**config.mk**
```make
export PLATFORM = sky130hd
export DESIGN_NAME = dual_tap_device_flat
export DESIGN_NICKNAME = d
export VERILOG_FILES = /design/src/dual_tap_pkg.sv /design/src/dual_tap_if.sv /design/src/dual_tap_device.sv /design/src/flat_wrapper.sv
export VERILOG_INCLUDE_DIRS = /design/src /design/src/src
export SDC_FILE = /design/constraint.sdc
export NUM_CORES = 1
export LEC_CHECK = 0
export ABC_AREA = 1
export BUFFER_PORTS_ARGS = -buffer_cell sky130_fd_sc_hd__buf_2
export CORE_ASPECT_RATIO = 0.6
export CORE_MARGIN = 8
export CORE_UTILIZATION = 40
export CTS_BUF_LIST = sky130_fd_sc_hd__clkbuf_4
export CTS_CLUSTER_DIAMETER = 40
export DETAILED_ROUTE_END_ITERATION = 10
export PLACE_DENSITY = 0.65
export SYNTH_ARGS = -nofsm -noshare
export SYNTH_HDL_FRONTEND = slang
export SYNTH_SLANG_ARGS = --single-unit
```
**constraint.sdc**
```tcl
create_clock -name clk_i -period 1.74 [get_ports clk_i]
set_clock_uncertainty 0.05 [all_clocks]
set_input_delay 0.261 -clock clk_i [delete_from_list [all_inputs] [get_ports clk_i]]
set_output_delay 0.261 -clock clk_i [all_outputs]
set_load 0.02 [all_outputs]
```
**src/dual_tap_cfg.svh**
```systemverilog
`ifndef DUAL_TAP_CFG_SVH
`define DUAL_TAP_CFG_SVH
`define TAP_IR_WIDTH      4
`define TAP_IR_IDCODE     4'h1
`define TAP_IR_BYPASS     4'hf
`define TAP_IR_CAPTURE    4'h1
`define TAP_ID_WIDTH      32
`define TAP_MAPPER_IDCODE 32'h0000_1001
`define TAP_XCVR_IDCODE   32'h0000_2001
`define TAP_CLK_HALF_DIV  8
`endif

```
**src/dual_tap_pkg.sv**
```systemverilog
package dual_tap_pkg;
  typedef enum logic [3:0] {
    TAP_RESET, TAP_IDLE, TAP_SEL_DR, TAP_CAP_DR, TAP_SHIFT_DR, TAP_EXIT1_DR, TAP_PAUSE_DR, TAP_EXIT2_DR,
    TAP_UPD_DR, TAP_SEL_IR, TAP_CAP_IR, TAP_SHIFT_IR, TAP_EXIT1_IR, TAP_PAUSE_IR, TAP_EXIT2_IR, TAP_UPD_IR
  } tap_state_t;
endpackage

```
**src/dual_tap_if.sv**
```systemverilog
interface dual_tap_if;
  logic mapper_test_clock;
  logic mapper_test_data_in;
  logic mapper_test_data_out;
  logic mapper_test_data_out_oe;
  logic mapper_test_mode_select;
  logic mapper_test_reset_n;
  logic xcvr_test_clock;
  logic xcvr_test_data_in;
  logic xcvr_test_data_out;
  logic xcvr_test_data_out_oe;
  logic xcvr_test_mode_select;
  logic xcvr_test_reset_n;
  modport device (
    input  mapper_test_clock, mapper_test_data_in, mapper_test_mode_select, mapper_test_reset_n,
    input  xcvr_test_clock, xcvr_test_data_in, xcvr_test_mode_select, xcvr_test_reset_n,
    output mapper_test_data_out, mapper_test_data_out_oe, xcvr_test_data_out, xcvr_test_data_out_oe
  );
  modport host (
    output mapper_test_clock, mapper_test_data_in, mapper_test_mode_select, mapper_test_reset_n,
    output xcvr_test_clock, xcvr_test_data_in, xcvr_test_mode_select, xcvr_test_reset_n,
    input  mapper_test_data_out, mapper_test_data_out_oe, xcvr_test_data_out, xcvr_test_data_out_oe
  );
endinterface

```
**src/dual_tap_device.sv**
```systemverilog
`include "dual_tap_cfg.svh"
module dual_tap_device (
  // System
  input  wire logic clk_i,
  input  wire logic rst_n_i,
  // Test ports
  dual_tap_if.device tap,
  // Section status
  output logic      mapper_test_mode_o,
  output logic      xcvr_test_mode_o
);
  import dual_tap_pkg::*;
  logic [1:0] tck_raw;
  logic [1:0] tdi_raw;
  logic [1:0] tms_raw;
  logic [1:0] trst_raw;
  logic [1:0] tdo_w;
  logic [1:0] oe_w;
  logic [1:0] mode_w;
  assign tck_raw  = {tap.xcvr_test_clock, tap.mapper_test_clock};
  assign tdi_raw  = {tap.xcvr_test_data_in, tap.mapper_test_data_in};
  assign tms_raw  = {tap.xcvr_test_mode_select, tap.mapper_test_mode_select};
  assign trst_raw = {tap.xcvr_test_reset_n, tap.mapper_test_reset_n};
  assign tap.mapper_test_data_out    = tdo_w[0];
  assign tap.mapper_test_data_out_oe = oe_w[0];
  assign tap.xcvr_test_data_out      = tdo_w[1];
  assign tap.xcvr_test_data_out_oe   = oe_w[1];
  assign mapper_test_mode_o = mode_w[0];
  assign xcvr_test_mode_o   = mode_w[1];

  // Refuse widths the shift paths cannot serve
  if (`TAP_IR_WIDTH < 2) begin : gen_bad_ir
    $error("instruction register must be at least two bits wide");
  end
  if (`TAP_ID_WIDTH != 32) begin : gen_bad_id
    $error("identification register must be 32 bits wide");
  end

  // One controller per section
  for (genvar g = 0; g < 2; g++) begin : gen_port
    localparam logic [`TAP_ID_WIDTH-1:0] ID_VAL = (g == 0) ? `TAP_MAPPER_IDCODE : `TAP_XCVR_IDCODE;
    logic [2:0]                 tck_sync_ff;
    logic [1:0]                 tdi_sync_ff;
    logic [1:0]                 tms_sync_ff;
    logic [1:0]                 trst_sync_ff;
    tap_state_t                 state_ff;
    tap_state_t                 nxt_state;
    logic [`TAP_IR_WIDTH-1:0]   ir_sh_ff;
    logic [`TAP_IR_WIDTH-1:0]   ir_ff;
    logic [`TAP_ID_WIDTH-1:0]   id_sh_ff;
    logic                       byp_ff;
    logic                       tdo_ff;
    logic                       oe_ff;
    logic                       mode_ff;
    logic                       rise;
    logic                       fall;
    logic                       trst_n;

    // Test clock: two synchroniser stages, the third only for edge finding
    always_ff @(posedge clk_i) begin
      if (!rst_n_i) begin
        tck_sync_ff <= 3'h0;
      end else begin
        tck_sync_ff <= {tck_sync_ff[1:0], tck_raw[g]};
      end
    end

    // Data, mode select and test reset pins pass two stages before use
    always_ff @(posedge clk_i) begin
      if (!rst_n_i) begin
        tdi_sync_ff  <= 2'h0;
        tms_sync_ff  <= 2'h0;
        trst_sync_ff <= 2'h0;
      end else begin
        tdi_sync_ff  <= {tdi_sync_ff[0], tdi_raw[g]};
        tms_sync_ff  <= {tms_sync_ff[0], tms_raw[g]};
        trst_sync_ff <= {trst_sync_ff[0], trst_raw[g]};
      end
    end
    // Edges of the synchronised test clock; test reset from the second stage
    assign rise   = tck_sync_ff[1] & ~tck_sync_ff[2];
    assign fall   = ~tck_sync_ff[1] & tck_sync_ff[2];
    assign trst_n = trst_sync_ff[1];

    // Standard state sequence
    always_comb begin
      nxt_state = state_ff;
      case (state_ff)
        TAP_RESET:    nxt_state = tms_sync_ff[1] ? TAP_RESET : TAP_IDLE;
        TAP_IDLE:     nxt_state = tms_sync_ff[1] ? TAP_SEL_DR : TAP_IDLE;
        TAP_SEL_DR:   nxt_state = tms_sync_ff[1] ? TAP_SEL_IR : TAP_CAP_DR;
        TAP_CAP_DR:   nxt_state = tms_sync_ff[1] ? TAP_EXIT1_DR : TAP_SHIFT_DR;
        TAP_SHIFT_DR: nxt_state = tms_sync_ff[1] ? TAP_EXIT1_DR : TAP_SHIFT_DR;
        TAP_EXIT1_DR: nxt_state = tms_sync_ff[1] ? TAP_UPD_DR : TAP_PAUSE_DR;
        TAP_PAUSE_DR: nxt_state = tms_sync_ff[1] ? TAP_EXIT2_DR : TAP_PAUSE_DR;
        TAP_EXIT2_DR: nxt_state = tms_sync_ff[1] ? TAP_UPD_DR : TAP_SHIFT_DR;
        TAP_UPD_DR:   nxt_state = tms_sync_ff[1] ? TAP_SEL_DR : TAP_IDLE;
        TAP_SEL_IR:   nxt_state = tms_sync_ff[1] ? TAP_RESET : TAP_CAP_IR;
        TAP_CAP_IR:   nxt_state = tms_sync_ff[1] ? TAP_EXIT1_IR : TAP_SHIFT_IR;
        TAP_SHIFT_IR: nxt_state = tms_sync_ff[1] ? TAP_EXIT1_IR : TAP_SHIFT_IR;
        TAP_EXIT1_IR: nxt_state = tms_sync_ff[1] ? TAP_UPD_IR : TAP_PAUSE_IR;
        TAP_PAUSE_IR: nxt_state = tms_sync_ff[1] ? TAP_EXIT2_IR : TAP_PAUSE_IR;
        TAP_EXIT2_IR: nxt_state = tms_sync_ff[1] ? TAP_UPD_IR : TAP_SHIFT_IR;
        TAP_UPD_IR:   nxt_state = tms_sync_ff[1] ? TAP_SEL_DR : TAP_IDLE;
        default:      nxt_state = TAP_RESET;
      endcase
    end

    // State register, forced to reset whenever test reset is low.
    // The test reset acts through its synchroniser, so it needs no test clock but
    // takes effect three system clocks after the pin falls.
    always_ff @(posedge clk_i) begin
      if (!rst_n_i || !trst_n) begin
        state_ff <= TAP_RESET;
      end else if (rise) begin
        state_ff <= nxt_state;
      end
    end

    // Instruction path; reset loads the identification instruction
    always_ff @(posedge clk_i) begin
      if (!rst_n_i || !trst_n) begin
        ir_sh_ff <= `TAP_IR_CAPTURE;
        ir_ff    <= `TAP_IR_IDCODE;
      end else if (rise) begin
        case (state_ff)
          TAP_RESET:    ir_ff    <= `TAP_IR_IDCODE;
          TAP_CAP_IR:   ir_sh_ff <= `TAP_IR_CAPTURE;
          TAP_SHIFT_IR: ir_sh_ff <= {tdi_sync_ff[1], ir_sh_ff[`TAP_IR_WIDTH-1:1]};
          TAP_UPD_IR:   ir_ff    <= ir_sh_ff;
          default:      ir_sh_ff <= ir_sh_ff;
        endcase
      end
    end

    // Identification register: loads the section's code on capture, shifts toward the output
    always_ff @(posedge clk_i) begin
      if (!rst_n_i || !trst_n) begin
        id_sh_ff <= '0;
      end else if (rise) begin
        if (state_ff == TAP_CAP_DR) begin
          id_sh_ff <= ID_VAL;
        end else if (state_ff == TAP_SHIFT_DR) begin
          id_sh_ff <= {tdi_sync_ff[1], id_sh_ff[`TAP_ID_WIDTH-1:1]};
        end
      end
    end

    // Bypass stage: one bit of delay, cleared on capture
    always_ff @(posedge clk_i) begin
      if (!rst_n_i || !trst_n) begin
        byp_ff <= 1'b0;
      end else if (rise) begin
        if (state_ff == TAP_CAP_DR) begin
          byp_ff <= 1'b0;
        end else if (state_ff == TAP_SHIFT_DR) begin
          byp_ff <= tdi_sync_ff[1];
        end
      end
    end

    // Output enable: high only while a shift state drives the data output
    always_ff @(posedge clk_i) begin
      if (!rst_n_i || !trst_n) begin
        oe_ff <= 1'b0;
      end else if (fall) begin
        oe_ff <= (state_ff == TAP_SHIFT_DR) || (state_ff == TAP_SHIFT_IR);
      end
    end

    // Serial output updates on the falling edge, so the far end samples it at the end of the next high half, a full period later
    always_ff @(posedge clk_i) begin
      if (!rst_n_i || !trst_n) begin
        tdo_ff <= 1'b0;
      end else if (fall) begin
        if (state_ff == TAP_SHIFT_IR) begin
          tdo_ff <= ir_sh_ff[0];
        end else if (ir_ff == `TAP_IR_IDCODE) begin
          tdo_ff <= id_sh_ff[0];
        end else begin
          tdo_ff <= byp_ff;
        end
      end
    end

    // Test mode follows the reset pin level
    always_ff @(posedge clk_i) begin
      if (!rst_n_i) begin
        mode_ff <= 1'b0;
      end else begin
        mode_ff <= trst_n;
      end
    end

    assign tdo_w[g]  = tdo_ff;
    assign oe_w[g]   = oe_ff;
    assign mode_w[g] = mode_ff;
  end
endmodule // dual_tap_device

```
**src/flat_wrapper.sv**
```systemverilog
// flat-port wrapper written by rule: the top's interface ports become plain ports
module dual_tap_device_flat import dual_tap_pkg::*;
  (clk_i, rst_n_i, mapper_test_mode_o, xcvr_test_mode_o, tap_mapper_test_clock, tap_mapper_test_data_in, tap_mapper_test_mode_select, tap_mapper_test_reset_n, tap_xcvr_test_clock, tap_xcvr_test_data_in, tap_xcvr_test_mode_select, tap_xcvr_test_reset_n, tap_mapper_test_data_out, tap_mapper_test_data_out_oe, tap_xcvr_test_data_out, tap_xcvr_test_data_out_oe);
  dual_tap_if tap_i ();
  input  wire logic clk_i;
  input  wire logic rst_n_i;
  output logic mapper_test_mode_o;
  output logic xcvr_test_mode_o;
  input wire logic [$bits(tap_i.mapper_test_clock)-1:0] tap_mapper_test_clock;
  input wire logic [$bits(tap_i.mapper_test_data_in)-1:0] tap_mapper_test_data_in;
  input wire logic [$bits(tap_i.mapper_test_mode_select)-1:0] tap_mapper_test_mode_select;
  input wire logic [$bits(tap_i.mapper_test_reset_n)-1:0] tap_mapper_test_reset_n;
  input wire logic [$bits(tap_i.xcvr_test_clock)-1:0] tap_xcvr_test_clock;
  input wire logic [$bits(tap_i.xcvr_test_data_in)-1:0] tap_xcvr_test_data_in;
  input wire logic [$bits(tap_i.xcvr_test_mode_select)-1:0] tap_xcvr_test_mode_select;
  input wire logic [$bits(tap_i.xcvr_test_reset_n)-1:0] tap_xcvr_test_reset_n;
  output wire logic [$bits(tap_i.mapper_test_data_out)-1:0] tap_mapper_test_data_out;
  output wire logic [$bits(tap_i.mapper_test_data_out_oe)-1:0] tap_mapper_test_data_out_oe;
  output wire logic [$bits(tap_i.xcvr_test_data_out)-1:0] tap_xcvr_test_data_out;
  output wire logic [$bits(tap_i.xcvr_test_data_out_oe)-1:0] tap_xcvr_test_data_out_oe;
  assign tap_i.mapper_test_clock = tap_mapper_test_clock;
  assign tap_i.mapper_test_data_in = tap_mapper_test_data_in;
  assign tap_i.mapper_test_mode_select = tap_mapper_test_mode_select;
  assign tap_i.mapper_test_reset_n = tap_mapper_test_reset_n;
  assign tap_i.xcvr_test_clock = tap_xcvr_test_clock;
  assign tap_i.xcvr_test_data_in = tap_xcvr_test_data_in;
  assign tap_i.xcvr_test_mode_select = tap_xcvr_test_mode_select;
  assign tap_i.xcvr_test_reset_n = tap_xcvr_test_reset_n;
  assign tap_mapper_test_data_out = tap_i.mapper_test_data_out;
  assign tap_mapper_test_data_out_oe = tap_i.mapper_test_data_out_oe;
  assign tap_xcvr_test_data_out = tap_i.xcvr_test_data_out;
  assign tap_xcvr_test_data_out_oe = tap_i.xcvr_test_data_out_oe;
  dual_tap_device u_core (.clk_i(clk_i), .rst_n_i(rst_n_i), .tap(tap_i), .mapper_test_mode_o(mapper_test_mode_o), .xcvr_test_mode_o(xcvr_test_mode_o));
endmodule
```
Word-level counts from Yosys, hierarchy flattened

Index checks and enable logic that the tools add are counted.

Muxes and demuxes: 42
Bitwise operators: 8
Eq/ne operators: 32
Reductions and logical operators: 27

Operator list:

| operator                                                        | count |
|---|---|
| 32-bit 2-to-1 mux                                               | 4 |
| 4-bit case mux with 12 select lines                             | 2 |
| 4-bit == test, second input constant                            | 16 |
| 4-bit by 3-bit == test with 1-bit output, second input constant | 8 |
| 4-bit 2-to-1 mux                                                | 8 |
| 4-bit case mux with 2 select lines                              | 4 |
| 4-bit by 1-bit == test with 1-bit output, second input constant | 4 |
| 4-bit by 2-bit == test with 1-bit output, second input constant | 4 |
| 1-bit 2-to-1 mux                                                | 14 |
| 2-bit 2-to-1 mux                                                | 6 |
| 3-bit 2-to-1 mux                                                | 4 |
| 2-bit AND reduction                                             | 6 |
| 2-bit nonzero test                                              | 6 |
| 4-bit zero test                                                 | 2 |
| 2-bit OR reduction                                              | 4 |
| 3-bit OR reduction                                              | 2 |
| 1-bit AND                                                       | 4 |
| 1-bit logical OR                                                | 4 |
| 1-bit inverter                                                  | 4 |
| 1-bit zero test                                                 | 3 |

Register bits after elaboration: 114
Output and inout bits: 6

Depth between registers and ports, before layout

Gate-level depths: netlist (run 1).

Word-level depth: 3
Mapped depth: 10

Least setup slack after synthesis (run 1)

Ideal clock, no wire load.

Path kind: reg2reg
Start point: reg u_core.gen_port[1].state_ff[0]
End point: reg u_core.gen_port[1].id_sh_ff[0]
Required time: 1.572 ns
Setup slack: 0.353 ns
Cell stages (with the launch flop): 9
Data arrival time: 1.219 ns
Buffers on the path: 2
Setup time: 0.118 ns
Path through: dfxtp_1 buf_2 nor2_1 nand2_1 nand2_1 nand2_2 buf_2 nor3_1 nor2_1

Longest elaborated chain between the ends: 3
Elaborated cells on any way between the ends: 5
Classes of those cells: eq/ne: 2; mux: 1; reduce/logical: 2

RTL lines:

| element                                                                                                     | RTL line                                       | text |
|---|---|---|
| start: declaration                                                                                          | dual_tap_device.sv:46                          | `tap_state_t state_ff;` |
| start signal: assignment                                                                                    | dual_tap_device.sv:116                         | `state_ff <= nxt_state;` |
| 4-bit by 3-bit == test with 1-bit output / 4-bit by 2-bit == test with 1-bit output (equally long branches) | dual_tap_device.sv:143, dual_tap_device.sv:141 |  |
| 2-bit nonzero test (no source line)                                                                         | --                                             |  |
| 2-bit AND reduction (no source line)                                                                        | --                                             |  |
| end signal: assignment                                                                                      | dual_tap_device.sv:144                         | `` id_sh_ff <= {tdi_sync_ff[1], id_sh_ff[`TAP_ID_WIDTH-1:1]}; `` |
| end: declaration                                                                                            | dual_tap_device.sv:50                          | `` logic [`TAP_ID_WIDTH-1:0] id_sh_ff; `` |

Several ways; a longest one is shown, not always the timed one.
A chain may end at the register's enable or synchronous reset.

Worst setup path in the final report (run 1)

Start point: reg u_core.gen_port[1].state_ff[0]
End point: reg u_core.gen_port[1].id_sh_ff[5]

Same word-level chain as after synthesis.

==> impl_metrics.tcl, run 1 <==
set metrics [dict create \
    synth_xor_xnor_area_share 0 \
    reg2reg_from "u_core.gen_port[1].state_ff[0]" \
    num_vias 3920 \
    place.gp.congestion 0.9678 \
    initial_utilization 0.4055 \
    synth_edf_count 0 \
    fillers 1116 \
    synthTopCellsByArea "dfxtp_1, nand2_1, a21oi_1" \
    htreeDepth 3 \
    hp-class "input pin to flip-flop" \
    tightest_slew_ps 379.2 \
    place_area_um2 4732 \
    multi_input_area_um2 1889 \
    yosysTopAreaCell "dfxtp_1" \
    synth_top_family_by_area "simple AND/OR/NAND/NOR gates" \
    worstPathRequired_ps 2080 \
    cp-end-kind "flip-flop" \
    async_flop_share 0 \
    diodes 0 \
    area_growth_pct 9.770 \
    p_total_mw 3.969 \
    synthFlopType "dfxtp_1" \
    cts_buffers 9 \
    routed_wl_um 9301 \
    cts_tree "yes" \
    finalMaxSlewViolations 0 \
    crit_family "simple AND/OR/NAND/NOR gates" \
    leakage_nw 1.950 \
    yosysMostFrequentCell "nand2_1" \
    yosys-top-cells-count "nand2_1, dfxtp_1, a21oi_1, nand3_1, inv_1" \
    dieArea_um2 15070 \
    hold_ws_ps 172.5 \
    period_share 0.9090 \
    ir_drop_mv 0.3153 \
    viasPerCell 4.987 \
    nets 647 \
    drtPass1Iterations 5 \
    die_h_um 98.35 \
    ys_ff_latch 112 \
    synth_cells 616 \
    synth_fa_ha_area_frac 0 \
    timing.critical_path.buf_inv 1 \
    critical_path_depth 7 \
    setup_violations 0 \
    post-route-drc-count 0 \
    syn_area_per_cell_um2 7.339 \
    worstSkewPairLatency_ps 470 \
    status "finished clean" \
    syn_area_um2 4521 \
    path_cells "nor2_1 -> nand2_1 -> nand2_1 -> nand2_2 -> buf_6 -> nand2_1 -> a21oi_1" \
    critPathMaxStageDelay_ps 480 \
    detail-route-antenna-nets 0 \
    r2r_cells 7 \
    r2r_setup_slack_ps 160 \
    port_buffers 15 \
    synth-compound-area-share 0.1345 \
    max_clock_freq_mhz 632.2 \
    synth_simple_gate_area_share 0.2829 \
    worstHoldStart "rst_n_i" \
    rows 30 \
    finalSetupTns_ps 0 \
    muxShareOfSynthArea 0 \
    r2r-end "u_core.gen_port[1].id_sh_ff[5]" \
    drt_first_iter_violations 399 \
    synth_warnings 0 \
    io_pins 16 \
    holdPathStages 4 \
    cp_common_cell "nand2_1" \
    synth_top_area_frac 0.4960 \
    coreArea_um2 11150 \
    fin_crit_ps 1582 \
    hold_end "u_core.gen_port[1].tdi_sync_ff[0]" \
    cp.arrival_ps 1920 \
    worstSetupStartpointType "flip-flop" \
    clockBufferDepth 2 \
    grt_max_degree 34 \
    clkTransAtPathRegs_ps 170 \
    dp_hpwl_um 6424 \
    synth_nets 626 \
    grt_pass1_vias 3497 \
    utilization 0.4451 \
    grt_antenna_before_repair 0 \
    ys_types 26 \
    drive_gt1_frac 0.09969 \
    grt_pass1_wl_um 16240 \
    max-cap-violations 0 \
    synth_seq_area_share 0.4960 \
    slowest_stage "dfxtp_1" \
    overflow 0 \
    pwr_density_cell_nw_per_um2 799.8 \
    wl_per_cell_um 11.83 \
    regArea_um2 2242 \
    final-hold-violation-count 0 \
    clock_sinks 112 \
    grt_util_all_layers 0.1278 \
    critPathKind "flip-flop to flip-flop" \
    maxSlewHeadroom 0.7462 \
    stdcell_area_um2 4962 \
    worst-path-max-fanout 32 \
    root_buffer "clkbuf_4" \
    fp.dieW_um 153.2 \
]
## kinds of logic (layout without fill, tap and decap cells)
family,count (synthesis),after routing
compound gates,118,118
simple gates,299,299
buf+inv,87,113
flops,112,112
## sequential cells by signal (all words and copies together), names as in the netlist, 4 cells and up
register / flops
u_core.gen_port.tck_sync_ff: 6
u_core.gen_port.tms_sync_ff: 4
u_core.gen_port.ir_sh_ff: 8
u_core.gen_port.id_sh_ff: 63
u_core.gen_port.state_ff: 8
u_core.gen_port.trst_sync_ff: 4
u_core.gen_port.ir_ff: 8
u_core.gen_port.tdi_sync_ff: 4
## worst max-delay path by stage
stage	slack, ps	from	end
after floorplan	350	u_core.gen_port[1].state_ff[0]	u_core.gen_port[1].id_sh_ff[0]
after global placement	120	u_core.gen_port[1].state_ff[0]	u_core.gen_port[1].id_sh_ff[13]
after detailed placement	80	u_core.gen_port[1].state_ff[1]	u_core.gen_port[1].id_sh_ff[13]
after CTS	50	u_core.gen_port[1].state_ff[1]	u_core.gen_port[1].id_sh_ff[13]
after global routing	-0.1	u_core.gen_port[1].state_ff[1]	u_core.gen_port[1].id_sh_ff[5]
final	160	u_core.gen_port[1].state_ff[0]	u_core.gen_port[1].id_sh_ff[5]
## routing by layer
layer  GRT usage  wire length, um  up-vias  share of wire
li1            -                -     2041              -
met1      0.1811             4851     1760           0.52
met2      0.1829             3808      109           0.41
met3     0.03483              515       10          0.055
met4     0.04009              125        0          0.013
met5           0                0        -              0
## placed cells by master, fill, tap and decap left out, types with 2 or more instances in the layout
cell,synthesis,layout
a21oi_1,88,88
a31oi_1,2,2
buf_2,11,15
buf_4,1,17
clkbuf_4,0,9
clkinv_1,3,5
clkinv_4,0,2
dfxtp_1,112,112
dlygate4sd3_1,0,8
inv_1,46,46
inv_2,5,5
inv_6,0,2
nand2_1,166,166
nand2_2,2,2
nand3_1,80,80
nand3b_1,3,3
nand4_1,4,4
nor2_1,31,30
nor2_2,6,7
nor3_1,6,6
o211ai_1,4,4
o21ai_0,18,18
o21ai_1,4,4
## area by class of cell
cell class              count  share of cell area
well taps                 144             0.03631
repair buffers             41             0.05925
multi-input cells         417              0.3807
flip-flops and latches    112              0.4518
clock inverters             7             0.01437
clock buffers               9             0.01362
inverters                  56             0.04387
## stage by stage
stage / worst slack, ps / cells
floorplan: 353.4 / 616
global placement: 124.5 / 762
detailed placement: 78.54 / 762
CTS: 54.06 / 786
global route: -0.1055 / 786
finish: 158.3 / 786
## repair_timing
| action | in CTS | in global routing |
|---|---|---|
| setup buffers | 0 | 0 |
| hold endpoints to repair | 8 | 0 |
| gates resized for setup | 0 | 5 |
| setup endpoints to repair | 0 | 46 |
| hold buffers | 8 | 0 |
## worst min-delay path, stage by stage
cell and delay, ps:
buf_2 120, buf_4 190, nand2_1 70, inv_1 30
## where the power goes
group	internal [mW]	switching, mW
clock	0.440	0.827
sequential	2.59	0.00989
combinational	0.0413	0.0646
total	3.07	0.901
Power figures use the tool's default switching activity.
==> run 2, diff against run 1 <==
--- a/config.mk
+++ b/config.mk
@@ -10,11 +10,12 @@
 export BUFFER_PORTS_ARGS = -buffer_cell sky130_fd_sc_hd__buf_2
 export CORE_ASPECT_RATIO = 0.6
 export CORE_MARGIN = 8
-export CORE_UTILIZATION = 40
+export CORE_UTILIZATION = 35
 export CTS_BUF_LIST = sky130_fd_sc_hd__clkbuf_4
 export CTS_CLUSTER_DIAMETER = 40
+export CTS_CLUSTER_SIZE = 20
 export DETAILED_ROUTE_END_ITERATION = 10
-export PLACE_DENSITY = 0.65
+export PLACE_DENSITY = 0.49
 export SYNTH_ARGS = -nofsm -noshare
 export SYNTH_HDL_FRONTEND = slang
 export SYNTH_SLANG_ARGS = --single-unit
==> impl_metrics.tcl, run 2 (synthesized netlist as in run 1, its figures left out) <==
set metrics [dict create \
    wl_per_cell_um 11.95 \
    fillers 1327 \
    leakage_nw 1.997 \
    overflow 0 \
    drive_gt1_frac 0.1071 \
    fin_crit_ps 1570 \
    final-hold-violation-count 0 \
    area_growth_pct 12.34 \
    initial_utilization 0.3551 \
    pre_cts_ws_ps 127.1 \
    cp-end-kind "flip-flop" \
    hold_ws_ps 82.56 \
    ir_drop_mv 0.4552 \
    root_buffer "clkbuf_4" \
    cts_buffers 9 \
    regMostFlops "u_core.gen_port.id_sh_ff" \
    drt_first_iter_violations 389 \
    clockBufferDepth 2 \
    dp.cells 790 \
    clkTransAtPathRegs_ps 150 \
    p_total_mw 4.425 \
    pwr_density_cell_nw_per_um2 871.4 \
    worstSkewPairLatency_ps 450 \
    rsz0062_at_grt "false" \
    utilization 0.3989 \
    cp.arrival_ps 1870 \
    finalMaxSlewViolations 0 \
    post-cts-setup-buffer-count 0 \
    clock_sinks 112 \
    io_pins 16 \
    worstPathRequired_ps 2040 \
    dieArea_um2 16930 \
    detail-route-antenna-nets 0 \
    status "finished clean" \
    htreeDepth 3 \
    diodes 0 \
    grt_pass1_wl_um 16730 \
    grt_antenna_before_repair 0 \
    final_cell_mix "nand2_1, dfxtp_1, a21oi_1, nand3_1, inv_1" \
    drtPass1Iterations 5 \
    place.gp.congestion 0.8711 \
    die_h_um 104.0 \
    maxSlewHeadroom 0.7326 \
    dp_hpwl_um 6391 \
    period_share 0.9020 \
    routed_wl_um 9731 \
    grt_util_all_layers 0.1176 \
    critPathKind "flip-flop to flip-flop" \
    post-route-drc-count 0 \
    stdcell_area_um2 5079 \
    grt_max_degree 38 \
    tightest_slew_ps 401.1 \
    num_vias 3915 \
    finalSetupTns_ps 0 \
    largest_register_ffs 63 \
    place_area_um2 4780 \
    setup_violations 0 \
    worstSetupStartpointType "flip-flop" \
    max_clock_freq_mhz 637.1 \
    port_buffers 15 \
    coreArea_um2 12730 \
    fp.dieW_um 162.7 \
    nets 649 \
    hp-class "input pin to flip-flop" \
    viasPerCell 4.810 \
    rows 32 \
    cts_tree "yes" \
    fin_ws_ps 170.5 \
    final_common_cell "nand2_1" \
    grt_pass1_vias 3507 \
    finalNonFillerCells 814 \
    max-cap-violations 0 \
    worst-path-max-fanout 33 \
]
-- run 2: changes by cell type in the layout (fill, tap and decap cells not counted), moves of 2 or more --
cell	previous run	this run
inv_6	2	0
clkinv_1	5	3
buf_4	17	20
bufinv_16	1	4
clkbuf_4	9	11
-- run 2: final cells by class --
class / count / area, um^2 / area share
Inverter: 56 / 215.2 / 0.04237
Multi-Input combinational cell: 417 / 1892 / 0.3725
Clock inverter: 5 / 128.9 / 0.02538
Tap cell: 170 / 212.7 / 0.04188
Timing Repair Buffer: 43 / 305.3 / 0.06011
Clock buffer: 11 / 82.58 / 0.01626
Sequential cell: 112 / 2242 / 0.4415
-- run 2: worst paths after layout --
kind / end / cells after the start / slack (ps) / from
worst max-delay path: u_core.gen_port[0].id_sh_ff[12] / 8 / 170 / u_core.gen_port[0].state_ff[0]
worst min-delay path: u_core.gen_port[0].trst_sync_ff[1] / 3 / 80 / rst_n_i
worst max register to register: u_core.gen_port[0].id_sh_ff[12] / 8 / 170 / u_core.gen_port[0].state_ff[0]
worst min register to register: u_core.gen_port[1].tdi_sync_ff[1] / 2 / 380 / u_core.gen_port[1].tdi_sync_ff[0]
-- run 2: per-layer routing --
metal,track usage,wire length [um],vias to the layer above
met3,0.03636,515,7
met4,0.03129,80,0
met1,0.1797,5394,1761
li1,-,-,2055
met5,0,0,-
met2,0.1516,3740,92
-- run 2: what timing repair did --
action,in CTS,in global routing
hold endpoints to repair,8,0
endpoints found under the setup margin,0,19
resized for setup,0,4
hold buffers,8,0
-- run 2: critical path, stage by stage, from the launching register on --
cell and delay [ps]:
dfxtp_1 440, nand2_1 100, inv_1 100, nand2_1 70, nand2_1 110, nand2_2 80
buf_4 240, nor3_1 200, nor2_1 70
-- run 2: power by group --
part	internal, mW	switching [mW]	leakage (nW)	total, mW
sequential	2.59	0.0100	0.906	2.60
combinational	0.0399	0.0644	0.980	0.104
clock	0.909	0.816	0.111	1.72
total	3.54	0.890	2.00	4.43
==> run 3, diff against run 2 <==
--- a/config.mk
+++ b/config.mk
@@ -6,7 +6,7 @@
 export SDC_FILE = /design/constraint.sdc
 export NUM_CORES = 1
 export LEC_CHECK = 0
-export ABC_AREA = 1
+export ABC_AREA = 0
 export BUFFER_PORTS_ARGS = -buffer_cell sky130_fd_sc_hd__buf_2
 export CORE_ASPECT_RATIO = 0.6
 export CORE_MARGIN = 8
@@ -15,6 +15,7 @@
 export CTS_CLUSTER_DIAMETER = 40
 export CTS_CLUSTER_SIZE = 20
 export DETAILED_ROUTE_END_ITERATION = 10
+export GPL_ROUTABILITY_DRIVEN = 0
 export PLACE_DENSITY = 0.49
 export SYNTH_ARGS = -nofsm -noshare
 export SYNTH_HDL_FRONTEND = slang
==> impl_metrics.tcl, run 3 <==
set metrics [dict create \
    status "finished, violations left" \
    violations "setup timing" \
    pre_cts_ws_ps -70.34 \
    async_flop_share 0 \
    detail-route-antenna-nets 0 \
    routed_wl_um 9979 \
    setup_violations 48 \
    dieArea_um2 18110 \
    syn_area_um2 4883 \
    synthFlopType "dfxtp_1" \
    cp.arrival_ps 2090 \
    die_h_um 107.5 \
    fin_ws_ps -40.99 \
    worst-path-max-fanout 5 \
    syn_area_per_cell_um2 9.162 \
    drtPass1Iterations 5 \
    timing.critical_path.buf_inv 2 \
    period_share 1.024 \
    coreArea_um2 13630 \
    synth_top_area_frac 0.4591 \
    yosys-top-cells-count "dfxtp_1, nor2_1, nor2b_1, mux2i_1, clkbuf_1" \
    rows 33 \
    pwr_density_cell_nw_per_um2 705.4 \
    io_pins 16 \
    max-cap-violations 0 \
    hold_ws_ps 404.1 \
    tightest_slew_ps 436.3 \
    fillers 1368 \
    synth_edf_count 0 \
    critPathMaxStageDelay_ps 410 \
    grt_antenna_before_repair 0 \
    htreeDepth 3 \
    grt_pass1_vias 3271 \
    fin_crit_ps 1781 \
    final-hold-violation-count 0 \
    maxSlewHeadroom 0.7050 \
    grt_max_degree 41 \
    critPathKind "flip-flop to flip-flop" \
    regMostFlops "u_core.gen_port.id_sh_ff" \
    synth_cells 533 \
    drt_first_iter_violations 233 \
    root_buffer "clkbuf_4" \
    worstPathRequired_ps 2050 \
    p_total_mw 4.116 \
    wl_per_cell_um 13.29 \
    cp-end-kind "flip-flop" \
    synth_nets 543 \
    initial_utilization 0.3584 \
    worstSkewPairLatency_ps 470 \
    worstSetupStartpointType "flip-flop" \
    area_growth_pct 19.50 \
    viasPerCell 4.823 \
    path_cells "or3b_4 -> a211oi_4 -> buf_12 -> clkbuf_16 -> mux2i_1 -> nor2_1" \
    overflow 0 \
    synthTopCellsByArea "dfxtp_1, mux2i_1, nor2b_1" \
    diodes 0 \
    yosysMostFrequentCell "dfxtp_1" \
    cts_tree "yes" \
    clockBufferDepth 2 \
    clkTransAtPathRegs_ps 160 \
    crit_family "simple AND/OR/NAND/NOR gates" \
    grt_util_all_layers 0.1085 \
    slowest_stage "or3b_4" \
    yosysTopAreaCell "dfxtp_1" \
    max_clock_freq_mhz 561.5 \
    final_cell_mix "dfxtp_1, nor2_1, nor2b_1, mux2i_1, buf_4" \
    nets 582 \
    synth_seq_area_share 0.4591 \
    clock_sinks 112 \
    ys_ff_latch 112 \
    synth_warnings 0 \
    ir_drop_mv 0.3013 \
    post-route-drc-count 0 \
    largest_register_ffs 63 \
    port_buffers 15 \
    num_vias 3622 \
    hp-class "flip-flop to flip-flop" \
    fp.dieW_um 168.5 \
    finalSetupTns_ps -917.1 \
    finalMaxSlewViolations 0 \
    final_common_cell "dfxtp_1" \
    r2r_setup_slack_ps -40 \
    utilization 0.4283 \
    rsz0062_at_grt "true" \
    cts_buffers 9 \
    grt_pass1_wl_um 16280 \
    ys_types 50 \
    leakage_nw 2.013 \
    dp_hpwl_um 5870 \
    drive_gt1_frac 0.1684 \
]
==> run 3: area by class of cell <==
cell class / instances / area [um^2] / share of cell area
repair buffers: 69 / 750.7 / 0.1286
flip-flops and latches: 112 / 2248 / 0.3853
inverters: 6 / 22.52 / 0.003859
clock inverters: 6 / 85.08 / 0.01458
well taps: 175 / 219.0 / 0.03752
clock buffers: 9 / 67.56 / 0.01158
multi-input cells: 374 / 2442 / 0.4185
==> run 3: cell families after synthesis <==
group           synth area share
mux                       0.1312
xor+xnor                0.003588
simple gates              0.2562
flops                     0.4591
buf+inv                  0.04919
compound gates            0.1007
==> run 3: worst register-to-register path, delay by kind of cell (launching register included) <==
family	cells	cell delay, ps
AOI/OAI and AO/OA	1	250
buffers and inverters	2	350
muxes	1	190
and+or+nand+nor	2	470
DFF	1	370
==> run 3: layer usage <==
metal | global-route usage | wire [um] | vias to the layer above
met5 | 0 | 0 | -
met4 | 0.02663 | 52 | 0
met3 | 0.03479 | 473 | 4
met2 | 0.1565 | 4032 | 62
met1 | 0.1533 | 5420 | 1672
li1 | - | - | 1884
==> run 3: what timing repair did <==
| action | CTS | global route |
|---|---|---|
| hold endpoints to repair | 9 | 0 |
| endpoints found under the setup margin | 49 | 69 |
| gates cloned | 2 | 7 |
| hold buffers | 11 | 0 |
| buffers inserted | 2 | 4 |
| gates resized for setup | 7 | 15 |
| pin swaps | 1 | 8 |
==> run 3: power breakdown <==
group          leakage (nW)  switching [mW]  total (mW)  internal [mW]
registers             0.908          0.0112        2.60           2.59
clock network        0.0794           0.832        1.40          0.571
logic                  1.02          0.0595       0.116         0.0560
total                  2.01           0.903        4.12           3.21
==> run 3: path summary, 6_finish.rpt <==
path / from / endpoint / cells after the start
worst max-delay path: u_core.gen_port[0].state_ff[0] / u_core.gen_port[0].id_sh_ff[19] / 6
worst min-delay path: u_core.gen_port[0].trst_sync_ff[0] / u_core.gen_port[0].trst_sync_ff[1] / 1
worst max register to register: u_core.gen_port[0].state_ff[0] / u_core.gen_port[0].id_sh_ff[19] / 6
worst min register to register: u_core.gen_port[0].trst_sync_ff[0] / u_core.gen_port[0].trst_sync_ff[1] / 1
==> run 3: metrics by stage <==
step,std cells,cell area [um^2]
6_report,751,5836
5_1_grt,751,5836
4_1_cts,740,5598
3_5_place_dp,710,5236
3_3_place_gp,710,5236
2_1_floorplan,533,4888
